[src/mlsc_regs.svh]
// Functional notes
// - Six rates 9600..115200, 8N1 NRZ frames
// - Master only, node address 0..127
// - Transmit only while holding the token
// - Display status code when monitor select 81
// - Code 0 never talked, 1 autobaud; no errors counted
// - Code 2 while waiting for own token
// - Code 10 on token to own node
// - Own requests: 11 supported, 12 unsupported
// - Code 20 foreign token, 30 dropped from ring
// - Code 90 comm error, 91 protocol violation
// - Of the codes, minor fault only for 90 and 91
// - Watchdog expiry raises timeout fault, output off
// - Signal loss also asserts minor fault
// - Interval 9999 disables loss checking
// - Interval 0: fault at network mode entry
// - Interval 0.1..999.8 s enables watchdog
// - Any received data clears watchdog counter
// - Watchdog starts at first frame in network mode
// - Settings apply after reset; silent until then
// - Out of range setting acts as initial value
// - Autobaud switches link to detected rate
// - Autobaud 128..255 recognises, else stored rate
// - Never drive bus during rate recognition
`ifndef MLSC_REGS_SVH
`define MLSC_REGS_SVH
// ----------------------------------------
// Timing
// ----------------------------------------
`define MLSC_CLK_HZ 200000000
`define MLSC_WDOG_STEP_MS 100
`define MLSC_WDOG_STEP_CYC (`MLSC_CLK_HZ / 1000 * `MLSC_WDOG_STEP_MS)
`define MLSC_BAUD_0 9600
`define MLSC_BAUD_1 19200
`define MLSC_BAUD_2 38400
`define MLSC_BAUD_3 57600
`define MLSC_BAUD_4 76800
`define MLSC_BAUD_5 115200
`define MLSC_BAUD_MAX_IDX 3'h5
// ----------------------------------------
// Register offsets
// ----------------------------------------
`define MLSC_OFS_NODE 8'h00
`define MLSC_OFS_MON_SEL 8'h04
`define MLSC_OFS_LOSS 8'h08
`define MLSC_OFS_BAUD 8'h0C
`define MLSC_OFS_AUTO 8'h10
`define MLSC_OFS_MODE 8'h14
`define MLSC_OFS_RESET 8'h18
`define MLSC_OFS_STATUS 8'h1C
`define MLSC_OFS_DISPLAY 8'h20
`define MLSC_OFS_ERRCNT 8'h24
// ----------------------------------------
// Reset values and limits
// ----------------------------------------
`define MLSC_RST_NODE 8'h00
`define MLSC_RST_MON_SEL 16'h0000
`define MLSC_RST_LOSS 16'h270F
`define MLSC_RST_BAUD 3'h0
`define MLSC_RST_AUTO 8'h00
`define MLSC_NODE_MAX 8'h7F
`define MLSC_LOSS_OFF 16'h270F
`define MLSC_AUTO_ON_BIT 7
`define MLSC_MON_STATUS 16'h0051
// ----------------------------------------
// Status field positions and codes
// ----------------------------------------
`define MLSC_ST_CODE_LSB 0
`define MLSC_ST_MINOR_BIT 8
`define MLSC_ST_TMO_BIT 9
`define MLSC_ST_PEND_BIT 10
`define MLSC_ST_TOKEN_BIT 11
`define MLSC_ST_BAUD_LSB 12
`define MLSC_CODE_IDLE 8'h00
`define MLSC_CODE_AUTOBAUD 8'h01
`define MLSC_CODE_WAIT 8'h02
`define MLSC_CODE_TOKEN_OWN 8'h0A
`define MLSC_CODE_REQ_OK 8'h0B
`define MLSC_CODE_REQ_BAD 8'h0C
`define MLSC_CODE_TOKEN_OTHER 8'h14
`define MLSC_CODE_SEPARATED 8'h1E
`define MLSC_CODE_COMM_ERR 8'h5A
`define MLSC_CODE_PROTO_ERR 8'h5B
`endif

[src/mlsc_pkg.sv]
package mlsc_pkg;
  typedef enum logic [1:0] {
    MLSC_ST_IDLE,
    MLSC_ST_AUTOBAUD,
    MLSC_ST_WAIT,
    MLSC_ST_JOINED
  } mlsc_link_state_type;
endpackage : mlsc_pkg

[src/mlsc_top.sv]
`timescale 1ns/1ps
`default_nettype none
`include "mlsc_regs.svh"
module mlsc_top #(
  parameter int WDOG_STEP_CYC = `MLSC_WDOG_STEP_CYC
) (
  input wire logic clk_in,
  input wire logic rst_b_in,
  input wire logic ce_in,
  // ----------------------------------------
  // Wishbone slave
  // ----------------------------------------
  input wire logic wb_cyc_in,
  input wire logic wb_stb_in,
  input wire logic wb_we_in,
  input wire logic [7:0] wb_adr_in,
  input wire logic [31:0] wb_dat_in,
  input wire logic [3:0] wb_sel_in,
  output logic [31:0] wb_dat_out,
  output logic wb_ack_out,
  // ----------------------------------------
  // Events from the frame decoder
  // ----------------------------------------
  input wire logic rx_frame_in,
  input wire logic token_own_in,
  input wire logic token_other_in,
  input wire logic token_pass_in,
  input wire logic req_ok_in,
  input wire logic req_bad_in,
  input wire logic ring_drop_in,
  input wire logic comm_err_in,
  input wire logic proto_err_in,
  input wire logic baud_found_in,
  input wire logic [2:0] baud_found_idx_in,
  // ----------------------------------------
  // Link and inverter side
  // ----------------------------------------
  output logic [6:0] node_addr_out,
  output logic [2:0] baud_idx_out,
  output logic bit_tick_out,
  output logic link_enable_out,
  output logic tx_allow_out,
  output logic [7:0] display_code_out,
  output logic minor_fault_output_out,
  output logic link_timeout_fault_out,
  output logic output_shutoff_out
);
  // ----------------------------------------
  // Helpers
  // ----------------------------------------
  function automatic logic [15:0] baud_div(input logic [2:0] idx);
    case (idx)
      3'h0: baud_div = 16'(`MLSC_CLK_HZ / `MLSC_BAUD_0);
      3'h1: baud_div = 16'(`MLSC_CLK_HZ / `MLSC_BAUD_1);
      3'h2: baud_div = 16'(`MLSC_CLK_HZ / `MLSC_BAUD_2);
      3'h3: baud_div = 16'(`MLSC_CLK_HZ / `MLSC_BAUD_3);
      3'h4: baud_div = 16'(`MLSC_CLK_HZ / `MLSC_BAUD_4);
      default: baud_div = 16'(`MLSC_CLK_HZ / `MLSC_BAUD_5);
    endcase
  endfunction : baud_div

  function automatic logic [15:0] merge16(input logic [15:0] old,
                                          input logic [31:0] wd,
                                          input logic [3:0] sel);
    merge16 = old;
    if (sel[0]) begin
      merge16[7:0] = wd[7:0];
    end
    if (sel[1]) begin
      merge16[15:8] = wd[15:8];
    end
  endfunction : merge16

  function automatic logic [15:0] fix_loss(input logic [15:0] v);
    fix_loss = (v > `MLSC_LOSS_OFF) ? `MLSC_RST_LOSS : v;
  endfunction : fix_loss

  // ----------------------------------------
  // State
  // ----------------------------------------
  typedef struct packed {
    logic ack;
    logic [31:0] rdat;
    logic [7:0] node_set;
    logic [15:0] mon_sel;
    logic [15:0] loss_set;
    logic [2:0] baud_set;
    logic [7:0] auto_set;
    logic net_mode;
    logic loaded;
    logic pending;
    logic [6:0] act_node;
    logic [15:0] act_loss;
    logic [2:0] act_baud;
    logic act_auto;
    mlsc_pkg::mlsc_link_state_type lstate;
    logic [7:0] code;
    logic [15:0] errcnt;
    logic token_held;
    logic wd_started;
    logic timeout;
    logic [15:0] div_cnt;
    logic bit_tick;
  } mlsc_top_state_type;

  mlsc_top_state_type s_q, s_d;
  logic wd_expire;
  logic wd_arm;
  logic wr_req;
  logic rd_req;
  logic soft_reset;

  assign wd_arm = s_q.wd_started && s_q.net_mode && !s_q.pending
                  && s_q.act_loss != `MLSC_LOSS_OFF && s_q.act_loss != 16'h0000;

  mlsc_wdog #(
    .STEP_CYC(WDOG_STEP_CYC)
  ) u_wdog (
    .clk_in(clk_in),
    .rst_b_in(rst_b_in),
    .ce_in(ce_in),
    .arm_in(wd_arm),
    .clear_in(rx_frame_in),
    .interval_in(s_q.act_loss),
    .expire_out(wd_expire)
  );

  always_comb begin
    s_d = s_q;
    wr_req = wb_cyc_in && wb_stb_in && wb_we_in && !s_q.ack;
    rd_req = wb_cyc_in && wb_stb_in && !wb_we_in && !s_q.ack;
    soft_reset = 1'b0;
    s_d.ack = wb_cyc_in && wb_stb_in && !s_q.ack;

    // ----------------------------------------
    // Register writes
    // ----------------------------------------
    if (wr_req) begin
      if (wb_adr_in == `MLSC_OFS_NODE) begin
        if (wb_sel_in[0]) begin
          s_d.node_set = wb_dat_in[7:0];
          s_d.pending = 1'b1;
        end
      end else if (wb_adr_in == `MLSC_OFS_MON_SEL) begin
        s_d.mon_sel = merge16(s_q.mon_sel, wb_dat_in, wb_sel_in);
      end else if (wb_adr_in == `MLSC_OFS_LOSS) begin
        s_d.loss_set = merge16(s_q.loss_set, wb_dat_in, wb_sel_in);
        s_d.pending = 1'b1;
      end else if (wb_adr_in == `MLSC_OFS_BAUD) begin
        if (wb_sel_in[0]) begin
          s_d.baud_set = wb_dat_in[2:0];
          s_d.pending = 1'b1;
        end
      end else if (wb_adr_in == `MLSC_OFS_AUTO) begin
        if (wb_sel_in[0]) begin
          s_d.auto_set = wb_dat_in[7:0];
          s_d.pending = 1'b1;
        end
      end else if (wb_adr_in == `MLSC_OFS_MODE) begin
        if (wb_sel_in[0]) begin
          s_d.net_mode = wb_dat_in[0];
        end
      end else if (wb_adr_in == `MLSC_OFS_RESET) begin
        soft_reset = wb_sel_in[0] && wb_dat_in[0];
      end
    end

    // ----------------------------------------
    // Register reads, unmapped reads as zero
    // ----------------------------------------
    if (rd_req) begin
      s_d.rdat = 32'h00000000;
      if (wb_adr_in == `MLSC_OFS_NODE) begin
        s_d.rdat[7:0] = s_q.node_set;
      end else if (wb_adr_in == `MLSC_OFS_MON_SEL) begin
        s_d.rdat[15:0] = s_q.mon_sel;
      end else if (wb_adr_in == `MLSC_OFS_LOSS) begin
        s_d.rdat[15:0] = s_q.loss_set;
      end else if (wb_adr_in == `MLSC_OFS_BAUD) begin
        s_d.rdat[2:0] = s_q.baud_set;
      end else if (wb_adr_in == `MLSC_OFS_AUTO) begin
        s_d.rdat[7:0] = s_q.auto_set;
      end else if (wb_adr_in == `MLSC_OFS_MODE) begin
        s_d.rdat[0] = s_q.net_mode;
      end else if (wb_adr_in == `MLSC_OFS_STATUS) begin
        s_d.rdat[`MLSC_ST_CODE_LSB +: 8] = s_q.code;
        s_d.rdat[`MLSC_ST_MINOR_BIT] = minor_fault_output_out;
        s_d.rdat[`MLSC_ST_TMO_BIT] = s_q.timeout;
        s_d.rdat[`MLSC_ST_PEND_BIT] = s_q.pending;
        s_d.rdat[`MLSC_ST_TOKEN_BIT] = s_q.token_held;
        s_d.rdat[`MLSC_ST_BAUD_LSB +: 3] = s_q.act_baud;
      end else if (wb_adr_in == `MLSC_OFS_DISPLAY) begin
        s_d.rdat[7:0] = display_code_out;
      end else if (wb_adr_in == `MLSC_OFS_ERRCNT) begin
        s_d.rdat[15:0] = s_q.errcnt;
      end
    end

    // ----------------------------------------
    // Apply settings at reset release or soft reset
    // ----------------------------------------
    if (!s_q.loaded || soft_reset) begin
      s_d.loaded = 1'b1;
      s_d.pending = 1'b0;
      s_d.act_node = (s_q.node_set > `MLSC_NODE_MAX) ? 7'(`MLSC_RST_NODE)
                     : s_q.node_set[6:0];
      s_d.act_loss = fix_loss(s_q.loss_set);
      s_d.act_baud = (s_q.baud_set > `MLSC_BAUD_MAX_IDX) ? `MLSC_RST_BAUD
                     : s_q.baud_set;
      s_d.act_auto = s_q.auto_set[`MLSC_AUTO_ON_BIT];
      s_d.lstate = s_q.auto_set[`MLSC_AUTO_ON_BIT] ? mlsc_pkg::MLSC_ST_AUTOBAUD
                   : mlsc_pkg::MLSC_ST_IDLE;
      s_d.code = s_q.auto_set[`MLSC_AUTO_ON_BIT] ? `MLSC_CODE_AUTOBAUD
                 : `MLSC_CODE_IDLE;
      s_d.token_held = 1'b0;
      s_d.wd_started = 1'b0;
      s_d.timeout = 1'b0;
      s_d.errcnt = 16'h0000;
    end else if (!s_q.pending) begin
      // Link state; silent while settings wait for a reset
      case (s_q.lstate)
        mlsc_pkg::MLSC_ST_IDLE: begin
          if (rx_frame_in) begin
            s_d.lstate = mlsc_pkg::MLSC_ST_WAIT;
            s_d.code = `MLSC_CODE_WAIT;
          end
        end
        mlsc_pkg::MLSC_ST_AUTOBAUD: begin
          // Errors here are ignored: wrong rate garbles everything
          if (baud_found_in && baud_found_idx_in <= `MLSC_BAUD_MAX_IDX) begin
            s_d.act_baud = baud_found_idx_in;
            s_d.baud_set = baud_found_idx_in;
            s_d.lstate = mlsc_pkg::MLSC_ST_WAIT;
            s_d.code = `MLSC_CODE_WAIT;
          end
        end
        mlsc_pkg::MLSC_ST_WAIT: begin
          if (token_own_in) begin
            s_d.lstate = mlsc_pkg::MLSC_ST_JOINED;
          end
        end
        mlsc_pkg::MLSC_ST_JOINED: begin
          if (ring_drop_in) begin
            s_d.lstate = mlsc_pkg::MLSC_ST_WAIT;
          end
        end
        default: begin
          s_d.lstate = mlsc_pkg::MLSC_ST_IDLE;
        end
      endcase

      // Latest event sets the code; errors take priority
      if (s_q.lstate != mlsc_pkg::MLSC_ST_AUTOBAUD
          && s_q.lstate != mlsc_pkg::MLSC_ST_IDLE) begin
        if (proto_err_in) begin
          s_d.code = `MLSC_CODE_PROTO_ERR;
        end else if (comm_err_in) begin
          s_d.code = `MLSC_CODE_COMM_ERR;
        end else if (ring_drop_in && s_q.lstate == mlsc_pkg::MLSC_ST_JOINED) begin
          s_d.code = `MLSC_CODE_SEPARATED;
        end else if (req_bad_in) begin
          s_d.code = `MLSC_CODE_REQ_BAD;
        end else if (req_ok_in) begin
          s_d.code = `MLSC_CODE_REQ_OK;
        end else if (token_own_in) begin
          s_d.code = `MLSC_CODE_TOKEN_OWN;
        end else if (token_other_in) begin
          s_d.code = `MLSC_CODE_TOKEN_OTHER;
        end
        if ((comm_err_in || proto_err_in) && s_q.errcnt != 16'hFFFF) begin
          s_d.errcnt = s_q.errcnt + 16'h0001;
        end
      end

      // Token ownership gates transmission
      if (token_pass_in || ring_drop_in) begin
        s_d.token_held = 1'b0;
      end else if (token_own_in && s_q.lstate != mlsc_pkg::MLSC_ST_AUTOBAUD) begin
        s_d.token_held = 1'b1;
      end

      // ----------------------------------------
      // Signal loss supervision
      // ----------------------------------------
      if (!s_q.net_mode) begin
        s_d.wd_started = 1'b0;
      end else if (rx_frame_in) begin
        s_d.wd_started = 1'b1;
      end
      if (s_q.net_mode && s_q.act_loss == 16'h0000) begin
        s_d.timeout = 1'b1;
      end
      // Expiry counts only while armed; a stale one is ignored
      if (wd_expire && wd_arm) begin
        s_d.timeout = 1'b1;
      end
    end

    // ----------------------------------------
    // Bit rate tick
    // ----------------------------------------
    // Integer divide: rate error stays far below a tenth of a percent
    if (s_q.div_cnt >= baud_div(s_q.act_baud) - 16'h0001) begin
      s_d.div_cnt = 16'h0000;
      s_d.bit_tick = 1'b1;
    end else begin
      s_d.div_cnt = s_q.div_cnt + 16'h0001;
      s_d.bit_tick = 1'b0;
    end
  end

  always_ff @(posedge clk_in or negedge rst_b_in) begin
    if (!rst_b_in) begin
      s_q <= '0;
      s_q.node_set <= `MLSC_RST_NODE;
      s_q.mon_sel <= `MLSC_RST_MON_SEL;
      s_q.loss_set <= `MLSC_RST_LOSS;
      s_q.baud_set <= `MLSC_RST_BAUD;
      s_q.auto_set <= `MLSC_RST_AUTO;
      s_q.act_loss <= `MLSC_RST_LOSS;
      s_q.act_baud <= `MLSC_RST_BAUD;
      s_q.lstate <= mlsc_pkg::MLSC_ST_IDLE;
      s_q.code <= `MLSC_CODE_IDLE;
    end else if (ce_in) begin
      s_q <= s_d;
    end
  end

  // ----------------------------------------
  // Outputs
  // ----------------------------------------
  assign wb_ack_out = s_q.ack;
  assign wb_dat_out = s_q.rdat;
  assign node_addr_out = s_q.act_node;
  assign baud_idx_out = s_q.act_baud;
  assign bit_tick_out = s_q.bit_tick;
  assign link_enable_out = s_q.loaded && !s_q.pending;
  assign tx_allow_out = s_q.loaded && !s_q.pending && s_q.token_held
                        && s_q.lstate != mlsc_pkg::MLSC_ST_AUTOBAUD;
  assign display_code_out = (s_q.mon_sel == `MLSC_MON_STATUS) ? s_q.code
                            : 8'h00;
  assign minor_fault_output_out = s_q.code == `MLSC_CODE_COMM_ERR
                                  || s_q.code == `MLSC_CODE_PROTO_ERR
                                  || s_q.timeout;
  assign link_timeout_fault_out = s_q.timeout;
  assign output_shutoff_out = s_q.timeout;
endmodule : mlsc_top
`default_nettype wire

[src/mlsc_wdog.sv]
`timescale 1ns/1ps
`default_nettype none
module mlsc_wdog #(
  parameter int STEP_CYC = 20000000
) (
  input wire logic clk_in,
  input wire logic rst_b_in,
  input wire logic ce_in,
  input wire logic arm_in,
  input wire logic clear_in,
  input wire logic [15:0] interval_in,
  output logic expire_out
);
  typedef struct packed {
    logic [24:0] step;
    logic [15:0] ticks;
    logic expire;
  } mlsc_wdog_state_type;

  mlsc_wdog_state_type s_q, s_d;

  always_comb begin
    s_d = s_q;
    if (!arm_in) begin
      // Disarming drops expiry, so a soft reset cannot re-trip
      s_d.step = 25'h0000000;
      s_d.ticks = 16'h0000;
      s_d.expire = 1'b0;
    end else if (clear_in) begin
      s_d.step = 25'h0000000;
      s_d.ticks = 16'h0000;
    end else if (!s_q.expire) begin
      if (s_q.step == 25'(STEP_CYC - 1)) begin
        s_d.step = 25'h0000000;
        s_d.ticks = s_q.ticks + 16'h0001;
        if (s_q.ticks + 16'h0001 >= interval_in) begin
          s_d.expire = 1'b1;
        end
      end else begin
        s_d.step = s_q.step + 25'h0000001;
      end
    end
  end

  always_ff @(posedge clk_in or negedge rst_b_in) begin
    if (!rst_b_in) begin
      s_q <= '0;
    end else if (ce_in) begin
      s_q <= s_d;
    end
  end

  assign expire_out = s_q.expire;
endmodule : mlsc_wdog
`default_nettype wire

[config.mk]
export PLATFORM = sky130hd
export DESIGN_NAME = mlsc_top
export DESIGN_NICKNAME = d
export VERILOG_FILES = /design/src/mlsc_pkg.sv /design/src/mlsc_top.sv /design/src/mlsc_wdog.sv
export VERILOG_INCLUDE_DIRS = /design/src
export SDC_FILE = /design/constraint.sdc
export NUM_CORES = 1
export LEC_CHECK = 0
export BUFFER_PORTS_ARGS = -buffer_cell sky130_fd_sc_hd__clkbuf_2
export CAP_MARGIN = 20
export CORE_ASPECT_RATIO = 1.75
export CORE_MARGIN = 1.5
export CORE_UTILIZATION = 25
export CTS_BUF_LIST = sky130_fd_sc_hd__clkbuf_8
export CTS_CLUSTER_SIZE = 24
export DETAILED_ROUTE_END_ITERATION = 10
export PLACE_DENSITY = 0.53
export SYNTH_ARGS = -nofsm -noshare
export SYNTH_HDL_FRONTEND = slang
export SYNTH_SLANG_ARGS = --single-unit
[constraint.sdc]
create_clock -name clk_in -period 7.4 [get_ports clk_in]
set_input_delay 0.37 -clock clk_in [delete_from_list [all_inputs] [get_ports clk_in]]
set_output_delay 0.37 -clock clk_in [all_outputs]
set_load 0.1 [all_outputs]
======== Word level (Yosys, flattened, before mapping) ========
Cells that the tools add are included.
operators by class
  add/sub/neg operators ................... 5
  order comparisons ....................... 6
  eq/ne operators ......................... 33
  multiplexer cells ....................... 113
  bitwise logic cells ..................... 5
  reductions and logical operators ........ 64
operators with widths
  kind                     number
  $mux W16                 14
  $mux W8                  24
  $mux W15                 9
  $mux W42                 2
  $pmux W15 S5             1
  $mux W29                 2
  $add A16 B1 Y16 const B  3
  $mux W12                 4
  $mux W24                 2
  $mux W41                 1
  $mux W3                  12
  $mux W17                 2
  $eq A8 B5 Y1 const B     4
  $ge A16 B16 Y1           2
  $mux W1                  30
  $add A25 B1 Y25 const B  1
  $eq A25 B25 Y1 const B   1
  $mux W25                 1
  $logic_and A1 B1 Y1      21
  $mux W10                 2
  $ne A3 B3 Y1 const B     6
  $reduce_and A6 Y1        3
  $eq A16 B7 Y1 const B    1
  $eq A8 B4 Y1 const B     2
  other kinds (41)         76
storage, ports and cells
  flip-flop bits (word level) ............. 185
  input port bits ......................... 63
  logic and storage cells ................. 252

======== Logic depth before layout (Yosys ltp) ========
  depth after elaboration ................. 34
  depth in mapped cells ................... 12
  depth with buffers taken out ............ 12

======== Cells and area by module ========
From an unflattened synthesis, not the netlist that was laid out.
unflattened totals
  cells, all modules ...................... 1126
  area total of the unflattened synthesis .. 10802.9 um2
modules (own cells, without submodules)
  module     times used  cells each  area each (um2)  sequential area each (um2)
  mlsc_top   1           783         7866.3           3598.5
  mlsc_wdog  1           343         2936.6           1051.0

======== Least setup slack after synthesis ========
Ideal clock, no wire load.
  path type ............................... register -> output
  from .................................... register s_q[73] in the netlist's numbering
  to ...................................... output port tx_allow_out
  data arrival time ....................... 2824 ps
  path slack .............................. 4206 ps
  cell stages (with the launch flop) ...... 4
  path buffers ............................ 1
  cell sequence ........................... dfrtp_1 -> clkbuf_1 -> nor2_1 -> and3_1
between the ends
  cells in the longest elaborated chain, start to end .. 4
RTL lines
  element                    RTL line         source
  start, declared            mlsc_top.sv:106  mlsc_top_state_type s_q, s_d;
  $logic_not A1 Y1           -
  $logic_and A1 B1 Y1        -
  named net link_enable_out  mlsc_top.sv:41   output logic link_enable_out,
  $logic_and A1 B1 Y1        mlsc_top.sv:338  assign tx_allow_out = s_q.loaded && !s_q.pending && s_q.token_held
  $logic_and A1 B1 Y1        mlsc_top.sv:339  && s_q.lstate != mlsc_pkg::MLSC_ST_AUTOBAUD;
  end, declared              mlsc_top.sv:42   output logic tx_allow_out,
The timed path passes the listed nets, and every way through them passes these cells.

======== Worst setup path in the final report ========
  from .................................... register u_wdog.s_q[1] in the netlist's numbering
  to ...................................... register u_wdog.s_q, in the netlist u_wdog.expire_out
between the ends
  cells in the longest elaborated chain, start to end .. 7
RTL lines
  element                 RTL line         source
  start, declared         mlsc_wdog.sv:20  mlsc_wdog_state_type s_q, s_d;
  start signal, assigned  mlsc_wdog.sv:47  s_q <= '0;
  start signal, assigned  mlsc_wdog.sv:49  s_q <= s_d;
  $add A16 B1 Y16         mlsc_wdog.sv:36  if (s_q.ticks + 16'h0001 >= interval_in) begin
  $ge A16 B16 Y1          mlsc_wdog.sv:36
  $mux W1                 mlsc_wdog.sv:36
  $mux W17                mlsc_wdog.sv:33  if (s_q.step == 25'(STEP_CYC - 1)) begin
  $mux W42                mlsc_wdog.sv:32  end else if (!s_q.expire) begin
  $mux W1                 mlsc_wdog.sv:29  end else if (clear_in) begin
  $mux W42                mlsc_wdog.sv:24  if (!arm_in) begin
Every way passes these cells. The select of a mux whose other input is x is not followed.
A chain may end at the register's enable or synchronous reset.

==> results.json <==
{
  "multi_input_area_um2": 5460,
  "synth-async-reset-ratio": 1.00,
  "fillers": 4481,
  "path_class": "reg -> reg",
  "critPathSlowestCell": "dfrtp_1",
  "syn_to_final_growth_pct": 11.2,
  "dp.cells": 1725,
  "fin_worst_skew_ns": 0.0117,
  "tightest_slew_ns": 0.957,
  "grt_first_pass_wirelength_um": 51200,
  "syn-cell-area_um2": 10700,
  "die_area_um2": 44100,
  "finalHoldViolations": 9,
  "clkSlewWorstSetupHoldPaths_ns": 0.10,
  "holdCritPathClass": "in -> async",
  "rsz0062_at_grt": "no",
  "min_period_over_period": 0.454,
  "post-cts-setup-buffers": 0,
  "critPathMaxFanout": 5,
  "placed_cell_area_um2": 11500,
  "clock_path_buffers": 2,
  "place_congestion": 0.914,
  "yosys_warnings": 0,
  "critical_path.startpoint": "u_wdog.s_q[1]$_DFFE_PN0P_",
  "min_period_ns": 3.36,
  "layout-drive-gt1-share": 0.181,
  "synth.avg_cell_area_um2": 9.38,
  "io_buffers": 85,
  "yosysSeqAreaShare": 0.434,
  "vias_per_cell": 5.02,
  "violations": "hold timing",
  "drt_iter0_markers": 550,
  "synth_common_cells": "dfrtp_1 (169), nor2_1 (107), nand2_1 (95)",
  "die_w_um": 159,
  "rr_startpoint": "u_wdog.s_q[1]$_DFFE_PN0P_",
  "cts.sinks": 185,
  "synth.top_cell.area_share": 0.395,
  "firstDrtPassIters": 5,
  "syn_inst": 1142,
  "fin_area_um2": 11900,
  "first_global_vias": 8907,
  "run_status": "finished, violations left",
  "synth_edf_count": 0,
  "synth_cell_types": 73,
  "rows": 100,
  "drt-total-wl_um": 32900,
  "end_kind": "register",
  "clkLatencyLatePin_ns": 0.51,
  "grt.total_usage": 0.152,
  "synth_seq_cells": 185,
  "cts_tree": "built",
  "synth.largest_area_cell": "dfrtp_1",
  "grt_overflow": 0,
  "synth.most_common_cell": "dfrtp_1",
  "yosys-top-cells-area": "dfrtp_1 (39%), mux2_2 (5.4%), ha_1 (4.2%)",
  "ctsHoldBuffers": 0,
  "crit_path_start_kind": "register",
  "timing.fmax_mhz": 298,
  "core_um2": 42400,
  "root_buffer": "clkbuf_8",
  "max_stage_delay_ns": 0.42,
  "p_per_area_nw_per_um2": 199,
  "dr_total_vias": 8825,
  "dieHeight_um": 277,
  "p_leak_nw": 5.22,
  "dp_hpwl_um": 25300,
  "worstPathRequired_ns": 7.77,
  "fin_ws_ns": 4.04,
  "postLayoutCoreUtil": 0.281,
  "tns_ns": 0,
  "final_antenna_net_count": 0,
  "p_total_mw": 2.38,
  "finalSetupViolCount": 0,
  "hold_ws_ns": -0.0405,
  "io_pins": 120,
  "path_cells": "ha_1 -> nand3_1 -> nor2_1 -> nand3_1 -> or2_2 -> xnor2_1 -> ha_1 -> nor2b_1 -> o21ai_0 -> o211ai_1 -> nor4_1 -> a221oi_1",
  "cts_buffers": 17,
  "cts-resized-gates": 0,
  "worstPathArrival_ns": 3.72,
  "grt_max_degree": 115,
  "post-place-ws_ns": 3.94,
  "synth-main-ff-cell": "dfrtp_1",
  "antenna_found_initial": 2,
  "start_util": 0.253,
  "stdcell_count": 1759,
  "drc": 0,
  "cts_max_level": 4,
  "ir_drop_v": 0.000122,
  "final_max_slew_viol_count": 0,
  "cap_violations": 0,
  "relSlewSlack": 0.359,
  "register_area_um2": 4650,
  "finalNetCount": 1283,
  "routedWlPerCell_um": 18.7
}
layout by cell type, fill, tap and decap left out, types with 11 or more instances in the layout:
cell type / Yosys / layout
dfstp_2: 16 / 16
clkbuf_2: 0 / 84
xnor2_1: 34 / 34
dfrtp_1: 169 / 169
o31ai_1: 11 / 11
nand3_1: 48 / 48
xor2_1: 13 / 13
nor2_1: 107 / 106
a31oi_1: 27 / 27
a21oi_1: 45 / 45
nand2_1: 95 / 95
a22oi_1: 15 / 15
clkbuf_8: 0 / 19
o211ai_1: 13 / 13
and3_1: 13 / 13
and2_1: 17 / 17
a21o_1: 12 / 12
inv_1: 45 / 45
nand2b_1: 20 / 20
nor3_1: 29 / 29
ha_1: 36 / 36
nor4_1: 17 / 17
o21ai_1: 29 / 28
mux2_2: 51 / 51
o21ai_0: 30 / 30
nand4_1: 27 / 27
or3_1: 18 / 18
conb_1: 2 / 17
state kept, by name, summed over array words and instances (netlist names):
register	count
node_addr_out	7
s_q	114
wb_dat_out	16
wb_ack_out	1
bit_tick_out	1
link_timeout_fault_out	1
baud_idx_out	3
u_wdog.expire_out	1
u_wdog.s_q	41
area by class of cell:
type	count	area share
timing repair buffer	94	0.0421
sequential	185	0.390
inverter	46	0.0145
tap	561	0.0589
clock buffer	18	0.0208
antenna	1	0.000210
clock inverter	14	0.0145
multi-input combinational	840	0.459
worst paths after layout:
path / end / slack (ns) / cells past startpoint
max: u_wdog.expire_out$_DFFE_PN0P_ / 4.04 / 12
max reg2reg: u_wdog.expire_out$_DFFE_PN0P_ / 4.04 / 12
max in group asynchronous: baud_idx_out[0]$_DFFE_PN0P_ / 5.86 / 2
min in group clk_in: s_q[115]$_DFFE_PN0P_ / 0.10 / 2
min: s_q[9]$_DFFE_PN0P_ / -0.04 / 1
min reg2reg: node_addr_out[0]$_DFFE_PN0P_ / 0.50 / 2
cells by family (layout without fill, tap and decap cells):
family | Yosys count | in the layout | synth area share
AO/OA/AOI/OAI | 231 | 231 | 0.140
XOR/XNOR | 47 | 47 | 0.0384
adder cells (fa/ha/maj) | 36 | 36 | 0.0421
buffers and inverters | 132 | 172 | 0.0623
flip-flops | 185 | 185 | 0.434
multiplexers | 63 | 63 | 0.0653
other | 2 | 18 | 0.000701
AND/OR/NAND/NOR | 446 | 446 | 0.217
layer usage:
metal	vias up	track usage	wire length, µm
met1	4381	0.158	12500
li1	4161	-	-
met2	222	0.290	18000
met4	0	0.0798	1470
met3	61	0.0222	1010
met5	-	0	0
where the power goes:
part,switching (mW),internal [mW]
clock,0.424,0.324
sequential,0.0848,1.07
combinational,0.370,0.105
total,0.878,1.50
critical path, delay by kind of cell (launching register included):
| family | cells | cell delay, ns |
|---|---|---|
| DFF | 1 | 0.42 |
| adders and majority gates | 2 | 0.52 |
| xor gates and xnor gates | 1 | 0.14 |
| and+or+nand+nor | 6 | 1.55 |
| AOI/OAI and AO/OA | 3 | 0.58 |
No activity file was read; power rests on OpenSTA's default activity.
